===== src/common/dtr_defs.vh =====
// constants for the dual trip relay controller
// How it works
// RL1: function per relay: setpoint, window, error, power or off.
// RL2: window: one state inside, the opposite state on both sides.
// RL3: error function: active only during sensor break or short.
// RL4: power function always active; off function never.
// RL5: setpoint direction bit: trip on rising or falling input.
// RL6: separate on and off delays per relay, 0 to 3600 s.
// RL7: hysteresis 0.1 to 25 percent of span or 1 to 2999 counts.
// RL8: led blinks 13 Hz normally, 1 Hz on sensor error, steady on fault.
// RL9: status digit flashes while a delay runs; symbol follows relay.
// RL10: one minute without keys ends configuration, drops edits.
// RL11: quick setpoint: ok held over one second exits unsaved.
// RL12: up and down together in quick setpoint invert the relays.
// RL13: quick setpoint only while both relays use setpoint function.
// RL14: four digit code locks setup; ships unlocked; 2008 always opens.
// RL15: on sensor error a relay does nothing, opens, closes or holds.
// RL16: normally open or closed sense inverts the output.
// RL17: window function: contact closed or open inside the window.
// RL18: relay simulation: arrows toggle relays, no timeout, ok exits.
// RL19: sensor or range error flashes the backlight.
// RL20: rejected calibration or new input type restores factory offset.
// RL21: a delay is cancelled if the trip clears before it ends.
`ifndef DTR_DEFS_VH
`define DTR_DEFS_VH
// ------------------------
// timing
// ------------------------
`define DTR_CLK_HZ        200000000
`define DTR_SEC_S         1
`define DTR_SEC_CYC       (`DTR_SEC_S * `DTR_CLK_HZ)
`define DTR_HOLD_S        1
`define DTR_HOLD_CYC      (`DTR_HOLD_S * `DTR_CLK_HZ)
`define DTR_FAST_HZ       13
`define DTR_FAST_HALF     (`DTR_CLK_HZ / (2 * `DTR_FAST_HZ))
`define DTR_SLOW_HZ       1
`define DTR_SLOW_HALF     (`DTR_CLK_HZ / (2 * `DTR_SLOW_HZ))
`define DTR_TOUT_S        6'd60
`define DTR_DELAY_MAX     12'd3600
`define DTR_PERMILLE      32'd1000
// ------------------------
// register map: byte addresses and relay register indices
// ------------------------
`define DTR_A_CTRL        8'h40
`define DTR_A_PASS        8'h44
`define DTR_A_UNLOCK      8'h48
`define DTR_A_STATUS      8'h4C
`define DTR_A_SIMVAL      8'h50
`define DTR_A_SPAN        8'h54
`define DTR_A_OFFSET      8'h58
`define DTR_A_CALCMD      8'h5C
`define DTR_A_QSP         8'h60
`define DTR_R_CFG         3'h0
`define DTR_R_SPLO        3'h1
`define DTR_R_SPHI        3'h2
`define DTR_R_HYST        3'h3
`define DTR_R_DON         3'h4
`define DTR_R_DOFF        3'h5
// ------------------------
// fields and codes
// ------------------------
`define DTR_F_OFF         3'h0
`define DTR_F_POWER       3'h1
`define DTR_F_ERROR       3'h2
`define DTR_F_WINDOW      3'h3
`define DTR_F_SETPOINT    3'h4
`define DTR_E_NONE        2'h0
`define DTR_E_OPEN        2'h1
`define DTR_E_CLOSE       2'h2
`define DTR_E_HOLD        2'h3
`define DTR_MASTER_CODE   14'h07D8
`define DTR_OFFSET_RST    16'h0000
`define DTR_SPAN_RST      16'h03E8
`endif


===== src/rtl/dtr_relay_ctrl.v =====
// dual trip relay controller with avalon register slave
//
// Local design decisions: the Avalon-MM slave port and the register offsets.
`timescale 1ns/1ps
`include "dtr_defs.vh"
module dtr_relay_ctrl #(
   parameter [27:0] SEC_CYC   = `DTR_SEC_CYC,
   parameter [27:0] HOLD_CYC  = `DTR_HOLD_CYC,
   parameter [27:0] FAST_HALF = `DTR_FAST_HALF,
   parameter [27:0] SLOW_HALF = `DTR_SLOW_HALF
)(
   input  wire        REF_CLK_I,
   input  wire        RST_N_I,
   input  wire [7:0]  AVS_ADDRESS_I,
   input  wire        AVS_READ_I,
   input  wire        AVS_WRITE_I,
   input  wire [3:0]  AVS_BYTEENABLE_I,
   input  wire [31:0] AVS_WRITEDATA_I,
   output reg  [31:0] AVS_READDATA_O,
   output wire        AVS_WAITREQUEST_O,
   input  wire [15:0] PV_I,
   input  wire        SENSOR_BREAK_FLAG_I,
   input  wire        SENSOR_SHORT_FLAG_I,
   input  wire        INPUT_BELOW_RANGE_I,
   input  wire        INPUT_ABOVE_RANGE_I,
   input  wire        INTERNAL_FAULT_I,
   input  wire        KEY_UP_I,
   input  wire        KEY_DOWN_I,
   input  wire        KEY_OK_I,
   output reg  [1:0]  RELAY_O,
   output wire [1:0]  STATUS_FLASH_O,
   output wire [1:0]  RELAY_SYMBOL_O,
   output reg         LED_O,
   output reg         BACKLIGHT_O
);
   // ------------------------
   // reset release
   // ------------------------
   reg         rst_q1;
   reg         rst_n;
   always @(posedge REF_CLK_I or negedge RST_N_I) begin
      if (!RST_N_I) begin
         rst_q1 <= 1'b0;
         rst_n  <= 1'b0;
      end else begin
         rst_q1 <= 1'b1;
         rst_n  <= rst_q1;
      end
   end

   function [15:0] merge;
      input [15:0] old;
      input [15:0] val;
      input [1:0]  be;
      begin
         merge = {be[1] ? val[15:8] : old[15:8], be[0] ? val[7:0] : old[7:0]};
      end
   endfunction

   // ------------------------
   // state
   // ------------------------
   reg  [15:0] e_mem [0:15];
   reg  [15:0] a_mem [0:15];
   reg         ack;
   reg         cfg_active;
   reg         unlocked;
   reg         lock_en;
   reg  [13:0] pass;
   reg         fast_en;
   reg         fast_free;
   reg         quick;
   reg         test_inv;
   reg  [15:0] quick_sp;
   reg         rsim;
   reg  [1:0]  sim_rel;
   reg         isim;
   reg  [15:0] simval;
   reg  [15:0] span;
   reg  [15:0] offset;
   reg  [5:0]  tout;
   reg  [27:0] okc;
   reg  [27:0] secc;
   reg  [27:0] fcnt;
   reg  [27:0] scnt;
   reg         fast_tog;
   reg         slow_tog;
   reg         up_q;
   reg         dn_q;
   reg         ok_q;
   reg  [31:0] rd;
   integer     i;
   wire        req     = AVS_READ_I | AVS_WRITE_I;
   wire        wr      = AVS_WRITE_I & ack;
   wire        rel_hit = (AVS_ADDRESS_I[7:6] == 2'b00) && (AVS_ADDRESS_I[4:2] < 3'h6);
   wire [3:0]  ridx    = {AVS_ADDRESS_I[5], AVS_ADDRESS_I[4:2]};
   wire [15:0] wd      = AVS_WRITEDATA_I[15:0];
   wire [1:0]  be      = AVS_BYTEENABLE_I[1:0];
   wire        unlk    = ~lock_en | unlocked;
   wire        sec_tick = (secc == SEC_CYC - 28'd1);
   wire        up_e    = KEY_UP_I & ~up_q;
   wire        dn_e    = KEY_DOWN_I & ~dn_q;
   wire        ok_e    = KEY_OK_I & ~ok_q;
   wire        ok_f    = ~KEY_OK_I & ok_q;
   wire        both    = (up_e & KEY_DOWN_I) | (dn_e & KEY_UP_I);
   wire        serr    = SENSOR_BREAK_FLAG_I | SENSOR_SHORT_FLAG_I;
   wire        rerr    = INPUT_BELOW_RANGE_I | INPUT_ABOVE_RANGE_I;
   wire        key_any = up_e | dn_e | ok_e;
   wire        tout_hit = (tout == `DTR_TOUT_S);
   wire        q_ok    = fast_en & (unlk | fast_free)
                         & (a_mem[0][2:0] == `DTR_F_SETPOINT)
                         & (a_mem[8][2:0] == `DTR_F_SETPOINT);
   wire [15:0] pv      = isim ? simval : PV_I + offset;
   wire [1:0]  act_v;
   wire [1:0]  run_v;
   wire [1:0]  con_v;

   assign AVS_WAITREQUEST_O = req & ~ack;
   assign STATUS_FLASH_O    = run_v;
   assign RELAY_SYMBOL_O    = act_v;

   // ------------------------
   // read mux
   // ------------------------
   always @* begin
      rd = 32'h0000_0000;
      if (rel_hit)
         rd = {16'h0000, e_mem[ridx]};
      else begin
         case (AVS_ADDRESS_I)
            `DTR_A_CTRL:   rd = {24'h0, fast_free, fast_en, isim, rsim, 4'h0};
            `DTR_A_PASS:   rd = {15'h0, lock_en, 16'h0};
            `DTR_A_STATUS: rd = {20'h0, rerr, serr, rsim, quick, cfg_active, unlk,
                                 act_v, run_v, RELAY_O};
            `DTR_A_SIMVAL: rd = {16'h0, simval};
            `DTR_A_SPAN:   rd = {16'h0, span};
            `DTR_A_OFFSET: rd = {16'h0, offset};
            `DTR_A_QSP:    rd = {16'h0, quick_sp};
            default:       rd = 32'h0000_0000;
         endcase
      end
   end

   // ------------------------
   // bus, configuration and keys
   // ------------------------
   always @(posedge REF_CLK_I or negedge rst_n) begin
      if (!rst_n) begin
         for (i = 0; i < 16; i = i + 1) begin
            e_mem[i] <= 16'h0000;
            a_mem[i] <= 16'h0000;
         end
         ack <= 1'b0;
         AVS_READDATA_O <= 32'h0000_0000;
         cfg_active <= 1'b0;
         unlocked <= 1'b0;
         lock_en <= 1'b0;
         pass <= 14'h0000;
         fast_en <= 1'b0;
         fast_free <= 1'b0;
         quick <= 1'b0;
         test_inv <= 1'b0;
         quick_sp <= 16'h0000;
         rsim <= 1'b0;
         sim_rel <= 2'h0;
         isim <= 1'b0;
         simval <= 16'h0000;
         span <= `DTR_SPAN_RST;
         offset <= `DTR_OFFSET_RST;
         tout <= 6'h00;
         okc <= 28'h0000000;
         up_q <= 1'b0;
         dn_q <= 1'b0;
         ok_q <= 1'b0;
      end else begin
         ack <= req & ~ack;
         if (req & ~ack)
            AVS_READDATA_O <= rd;
         up_q <= KEY_UP_I;
         dn_q <= KEY_DOWN_I;
         ok_q <= KEY_OK_I;
         if (key_any | wr | rsim | ~(cfg_active | quick))
            tout <= 6'h00;                                            // [RL18]
         else if (sec_tick)
            tout <= tout + 6'h01;
         if (tout_hit) begin                                          // [RL10]
            for (i = 0; i < 16; i = i + 1)
               e_mem[i] <= a_mem[i];
            cfg_active <= 1'b0;
            quick <= 1'b0;
            test_inv <= 1'b0;
            unlocked <= 1'b0;
         end else if (wr) begin
            if (rel_hit && cfg_active && unlk)                        // [RL14]
               e_mem[ridx] <= merge(e_mem[ridx], wd, be);
            case (AVS_ADDRESS_I)
               `DTR_A_CTRL: begin
                  if (be[0] && wd[0])
                     cfg_active <= 1'b1;
                  if (be[0] && wd[1] && cfg_active && unlk) begin
                     for (i = 0; i < 16; i = i + 1)
                        a_mem[i] <= e_mem[i];
                     cfg_active <= 1'b0;
                     unlocked <= 1'b0;
                  end
                  if (be[0] && wd[2] && q_ok) begin                   // [RL13]
                     quick <= 1'b1;
                     quick_sp <= a_mem[`DTR_R_SPLO];
                  end
                  if (be[0] && wd[3] && unlk)
                     rsim <= 1'b1;
                  if (be[0] && unlk) begin
                     isim <= wd[4];
                     fast_en <= wd[5];
                     fast_free <= wd[6];
                  end
               end
               `DTR_A_PASS:
                  if (unlk && (&AVS_BYTEENABLE_I[2:0])) begin
                     pass <= wd[13:0];
                     lock_en <= AVS_WRITEDATA_I[16];
                  end
               `DTR_A_UNLOCK:
                  unlocked <= ~lock_en | (wd[13:0] == pass)
                              | (wd[13:0] == `DTR_MASTER_CODE);       // [RL14]
               `DTR_A_SIMVAL: simval <= merge(simval, wd, be);
               `DTR_A_SPAN:   if (unlk) span <= merge(span, wd, be);
               `DTR_A_OFFSET: if (unlk) offset <= merge(offset, wd, be);
               `DTR_A_CALCMD:
                  if (be[0] && (wd[0] | wd[1]))
                     offset <= `DTR_OFFSET_RST;                       // [RL20]
               default: ;
            endcase
         end
         if (quick) begin
            if (both)
               test_inv <= ~test_inv;                                 // [RL12]
            else if (up_e & ~KEY_DOWN_I)
               quick_sp <= quick_sp + 16'h0001;
            else if (dn_e & ~KEY_UP_I)
               quick_sp <= quick_sp - 16'h0001;
            if (KEY_OK_I && okc != HOLD_CYC)
               okc <= okc + 28'h0000001;
            if (KEY_OK_I && okc == HOLD_CYC) begin                    // [RL11]
               quick <= 1'b0;
               test_inv <= 1'b0;
            end else if (ok_f) begin
               a_mem[`DTR_R_SPLO] <= quick_sp;
               e_mem[`DTR_R_SPLO] <= quick_sp;
               quick <= 1'b0;
               test_inv <= 1'b0;
            end
         end
         if (!KEY_OK_I || !quick)
            okc <= 28'h0000000;
         if (rsim) begin                                              // [RL18]
            if (up_e)
               sim_rel[0] <= ~sim_rel[0];
            if (dn_e)
               sim_rel[1] <= ~sim_rel[1];
            if (ok_e)
               rsim <= 1'b0;
         end
      end
   end

   // ------------------------
   // timebase, led and backlight
   // ------------------------
   always @(posedge REF_CLK_I or negedge rst_n) begin
      if (!rst_n) begin
         secc <= 28'h0000000;
         fcnt <= 28'h0000000;
         scnt <= 28'h0000000;
         fast_tog <= 1'b0;
         slow_tog <= 1'b0;
         LED_O <= 1'b0;
         BACKLIGHT_O <= 1'b0;
         RELAY_O <= 2'h0;
      end else begin
         secc <= sec_tick ? 28'h0000000 : secc + 28'h0000001;
         if (fcnt == FAST_HALF - 28'd1) begin
            fcnt <= 28'h0000000;
            fast_tog <= ~fast_tog;
         end else
            fcnt <= fcnt + 28'h0000001;
         if (scnt == SLOW_HALF - 28'd1) begin
            scnt <= 28'h0000000;
            slow_tog <= ~slow_tog;
         end else
            scnt <= scnt + 28'h0000001;
         LED_O <= INTERNAL_FAULT_I | (serr ? slow_tog : fast_tog);   // [RL8]
         BACKLIGHT_O <= (serr | rerr) ? slow_tog : 1'b1;              // [RL19]
         RELAY_O <= rsim ? sim_rel : (con_v ^ {2{quick & test_inv}}); // [RL12]
      end
   end

   // ------------------------
   // relay decision per channel
   // ------------------------
   genvar g;
   generate
      for (g = 0; g < 2; g = g + 1) begin : ch
         wire [15:0] cfg   = a_mem[g * 8 + 0];
         wire [2:0]  func  = cfg[2:0];
         wire [1:0]  eact  = cfg[7:6];
         wire [11:0] don   = a_mem[g * 8 + 4][11:0];
         wire [11:0] doff  = a_mem[g * 8 + 5][11:0];
         wire [31:0] hprod = span * {4'h0, a_mem[g * 8 + 3][11:0]} / `DTR_PERMILLE;
         wire [15:0] h     = cfg[8] ? hprod[15:0] : {4'h0, a_mem[g * 8 + 3][11:0]};
         wire signed [17:0] p  = {{2{pv[15]}}, pv};
         wire signed [17:0] lo = {{2{a_mem[g * 8 + 1][15]}}, a_mem[g * 8 + 1]};
         wire signed [17:0] hi = {{2{a_mem[g * 8 + 2][15]}}, a_mem[g * 8 + 2]};
         wire signed [17:0] hh = {2'b00, h};                          // [RL7]
         wire timed = (func == `DTR_F_SETPOINT) | (func == `DTR_F_WINDOW);
         wire hold  = timed & serr & (eact == `DTR_E_HOLD);
         reg  act;
         reg  run;
         reg  want;
         reg  con;
         reg  [11:0] cnt;
         wire [11:0] dly = act ? doff : don;                          // [RL6]
         always @* begin
            case (func)                                               // [RL1]
               `DTR_F_SETPOINT:
                  if (cfg[3])                                         // [RL5]
                     want = act ? (p >= lo - hh) : (p >= lo);
                  else
                     want = act ? (p <= lo + hh) : (p <= lo);
               `DTR_F_WINDOW:
                  want = act ? (p >= lo - hh && p <= hi + hh)
                             : (p >= lo && p <= hi);                  // [RL2]
               `DTR_F_ERROR: want = serr;                             // [RL3]
               `DTR_F_POWER: want = 1'b1;                             // [RL4]
               default:      want = 1'b0;
            endcase
            if (func == `DTR_F_WINDOW)
               con = act ? cfg[5] : ~cfg[5];                          // [RL17]
            else
               con = act ^ cfg[4];                                    // [RL16]
            if (timed && serr && eact == `DTR_E_OPEN)                 // [RL15]
               con = 1'b0;
            else if (timed && serr && eact == `DTR_E_CLOSE)
               con = 1'b1;
         end
         always @(posedge REF_CLK_I or negedge rst_n) begin
            if (!rst_n) begin
               act <= 1'b0;
               run <= 1'b0;
               cnt <= 12'h000;
            end else if (hold) begin                                  // [RL15]
               run <= 1'b0;
            end else if (!timed) begin
               act <= want;
               run <= 1'b0;
            end else if (want == act) begin
               run <= 1'b0;                                           // [RL21]
            end else if (!run) begin
               if (dly == 12'h000)
                  act <= want;
               else begin
                  run <= 1'b1;                                        // [RL9]
                  cnt <= 12'h000;
               end
            end else if (sec_tick) begin
               if (cnt + 12'h001 >= dly || cnt + 12'h001 >= `DTR_DELAY_MAX) begin
                  act <= want;                                        // [RL6]
                  run <= 1'b0;
               end else
                  cnt <= cnt + 12'h001;
            end
         end
         assign act_v[g] = act;
         assign run_v[g] = run;
         assign con_v[g] = con;
      end
   endgenerate
endmodule


===== config.mk =====
export PLATFORM = sky130hd
export DESIGN_NAME = dtr_relay_ctrl
export DESIGN_NICKNAME = d
export VERILOG_FILES = /design/src/rtl/dtr_relay_ctrl.v
export VERILOG_INCLUDE_DIRS = /design/src /design/src/common
export SDC_FILE = /design/constraint.sdc
export NUM_CORES = 2
export LEC_CHECK = 0
export BUFFER_PORTS_ARGS = -buffer_cell sky130_fd_sc_hd__buf_2
export CORE_ASPECT_RATIO = 1.2
export CORE_MARGIN = 1.5
export CORE_UTILIZATION = 25
export CTS_BUF_LIST = sky130_fd_sc_hd__clkbuf_2
export DETAILED_ROUTE_END_ITERATION = 10
export PLACE_DENSITY = 0.39
export SLEW_MARGIN = 20
export SYNTH_ARGS = -nofsm -noshare
export SYNTH_HDL_FRONTEND = slang
export SYNTH_SLANG_ARGS = --single-unit

===== constraint.sdc =====
create_clock -name REF_CLK_I -period 50.5 [get_ports REF_CLK_I]
set_input_delay 2.525 -clock REF_CLK_I [delete_from_list [all_inputs] [get_ports REF_CLK_I]]
set_output_delay 2.525 -clock REF_CLK_I [all_outputs]
set_load 0.02 [all_outputs]

==> results.yml <==
synthesis:
  synth_xor_area_share_pct: 4.868
  synth-edff-count: 0
  yosys.area_share.simple_pct: 20.84
  synthCells: 8228
  synth_warnings: 0
  synth_top_family_by_area: "simple AND/OR/NAND/NOR gates"
  yosysUniqueCellTypes: 141
  synthMuxAreaShare_pct: 5.613
  syn_area_per_cell_um2: 8.344
  synthArstFlopShare_pct: 100.0
  synth-main-ff-cell: "dfrtp_1"
  seq_area_frac_synth_pct: 28.30
  synth_compound_gate_area_share_pct: 17.80
  ys_ff_latch: 776
  netlist_area_mm2: 0.06865
  synthAdderAreaFrac_pct: 16.89
placement:
  port_buffers: 81
  dp_hpwl_um: 180600
  dpl.cell_count: 11600
  routabilityCongestion: 0.8485
power_and_ir_drop:
  power.leakage_nw: 33.77
  ir_worst_vdd_uv: 15.29
  power-per-cell-area_mw_per_mm2: 17.24
worst_setup_path:
  crit_type: "flip-flop to flip-flop"
  start_kind: "flip-flop"
  crit_start: "span[10]"
  slowest_delay_ps: 1050
  critPathArrivalTime_ps: 29820
  cpMaxStageDelayCell: "dfrtp_1"
  r2r_slack_ps: 22050
  crit_required_ps: 51880
  crit_top_cell: "a21oi_1"
  rr_worst_depth: 90
  worst-path-max-fanout: 24
  cp-end-kind: "flip-flop"
  r2r_start: "span[10]"
sta:
  holdWs_ps: 302.4
  fin_crit_sh_pct: 56.33
  skew_ps: 227.7
  drv_slew: 0
  setup_violations: 0
  min_period_ps: 28450
  finalSetupTns_ps: 0
  max_slew_margin_pct: 15.04
  rsz0062_at_grt: "false"
  report.final.hold_viol_count: 0
  max_freq_mhz: 35.15
  worst_pin_slew_ps: 1264
route:
  drc: 0
  drt_pass1_iterations: 6
  wl_um: 247600
  via_per_inst: 4.986
  ant_nets: 0
  drtIter0Drc: 3417
  via_count: 59750
  wl_per_cell_um: 20.66
worst_hold_path:
  hold_class: "flip-flop to asynchronous set/reset pin"
cells_and_area:
  fin_cells: 11980
  layout.nets: 9037
  drive_above_1_share_pct: 10.19
  fill_cells: 29430
  final_cell_mix: "nand2_1 (1,625), dfrtp_1 (769), nor2_1 (620), a21oi_1 (554), inv_1 (545)"
  area_growth_pct: 8.925
  final_common_cell: "nand2_1"
grt:
  grt_pass1_wl_um: 377200
  grt_pass1_vias: 60090
  grt-ovfl-total: 0
  antenna_found_initial: 15
  grt_usage_pct: 17.57
  grt_max_degree: 189
clock_network:
  worstSkewPairLatency_ps: 1540
  clk_pin_slew_ps: 130
  cts_post_setup_buffers_inserted: 0
  cts_hold_buffers: 0
  cts_tree: "done"
  numCtsBuffers: 214
  root_buffer: "clkbuf_2"
  cts_max_path_buffers: 4
  ctsResizeCount: 0
  h-tree-depth: 4
  cts.sinks: 776
die:
  start_util_pct: 25.15
  rows: 210
  dieArea_mm2: 0.2778
  chipWidth_um: 481.4
  core_area_mm2: 0.2730
  pin_count: 113
  die_h_um: 577.1
run:
  max_cap_violations: 0
outcome:
  status: "finished clean"
==> flip-flops by register name (all words and copies together), names as in the netlist, 2 cells and up <==
register and flops:
scnt 28, okc 28, a_mem 224, ch.cnt 24
simval 16, pass 14, fcnt 28, e_mem 256
span 16, RELAY_O 2, offset 16, secc 28
ch.run 2, tout 6, quick_sp 16, ch.act 2
AVS_READDATA_O 17, sim_rel 2, ch.cfg 32
==> final timing paths <==
path,to
max,ch[0].cnt[9]
max in group asynchronous,fcnt[18]
min,a_mem[56]
min reg2reg,a_mem[56]
max reg2reg,ch[0].cnt[9]
min in group REF_CLK_I,rst_n
==> cell usage after synthesis (all sizes together), types with 26 or more instances <==
| cell | count | area [um^2] |
|---|---|---|
| nand3 | 170 | 860.8 |
| nand2b | 58 | 362.9 |
| nor4 | 55 | 392.9 |
| o211ai | 53 | 446.7 |
| o31ai | 38 | 314.1 |
| a21o | 85 | 638.1 |
| a211o | 26 | 227.7 |
| a21oi | 563 | 2855 |
| a211oi | 68 | 583.1 |
| nor3 | 107 | 560.5 |
| inv | 547 | 2053 |
| xnor2 | 259 | 2344 |
| clkbuf | 346 | 1303 |
| fa | 287 | 5746 |
| nor2 | 625 | 2364 |
| or2 | 32 | 200.2 |
| xor2 | 114 | 998.5 |
| nor2b | 45 | 281.5 |
| o22ai | 34 | 212.7 |
| mux4 | 81 | 1824 |
| nand4 | 98 | 619.3 |
| a31oi | 69 | 508.0 |
| ha | 461 | 5768 |
| mux2i | 107 | 1087 |
| mux2 | 83 | 942.2 |
| o21a | 47 | 360.3 |
| o21bai | 87 | 660.6 |
| a22oi | 30 | 225.2 |
| and3 | 68 | 435.4 |
| or3 | 49 | 306.5 |
| and2 | 191 | 1197 |
| nand2 | 1626 | 6103 |
| o21ai | 501 | 2530 |
| buf | 88 | 544.3 |
| dfrtp | 770 | 19270 |
==> cells by family (layout without fill, tap and decap cells) <==
kind of cell    after synthesis  after routing
fa+ha+maj                   756            756
other cells                   2             22
flops                       776            776
compound gates             1875           1875
mux                         271            271
buf+inv                     982           1114
simple gates               3193           3193
xor+xnor                    373            373
==> routing by layer <==
metal  vias to the layer above  GRT usage, %  share of wire, %
met4                        12         5.272               2.8
li1                      28460             -                 -
met1                     29710         22.40                44
met2                      1249         30.94                50
met5                         -             0             0.038
met3                       322         1.870               3.7
==> area by class of cell <==
type | count | area (um^2) | share of cell area, %
well taps | 3604 | 4509 | 6.030
repair buffers | 194 | 1301 | 1.740
flip-flops and latches | 776 | 19430 | 25.98
multi-input cells | 6484 | 45570 | 60.94
diodes | 6 | 15.01 | 0.02008
clock buffers | 302 | 1511 | 2.021
clock inverters | 71 | 392.9 | 0.5254
inverters | 547 | 2053 | 2.746
==> through the flow <==
| step | power (mW) | worst slack, ps | instance area [um^2] | util, % |
|---|---|---|---|---|
| floorplan | 0.7529 | 27280 | 68710 | - |
| global placement | 0.8218 | 21960 | 72820 | 26.67 |
| detailed placement | 0.8236 | 22100 | 72850 | 26.69 |
| CTS | 1.318 | 21960 | 74760 | 27.38 |
| global route | 1.361 | 19900 | 74780 | 27.39 |
| finish | 1.289 | 22050 | 74780 | 27.39 |
==> report_power, final <==
part,total (mW),internal [mW],switching (mW)
Combinational,0.173,0.0549,0.118
Sequential,0.637,0.626,0.0110
Clock,0.479,0.182,0.297
Total,1.29,0.863,0.427
==> critical path: cells and delay by family, from the launching register on <==
family / cells / cell delay, ps
muxes: 6 / 2130
AOI/OAI and AO/OA: 39 / 13730
buffers and inverters: 5 / 630
DFF: 1 / 1050
and+or+nand+nor: 26 / 6110
xor gates and xnor gates: 5 / 1060
adders and majority gates: 9 / 3550
(Power assumes the default switching activity.)
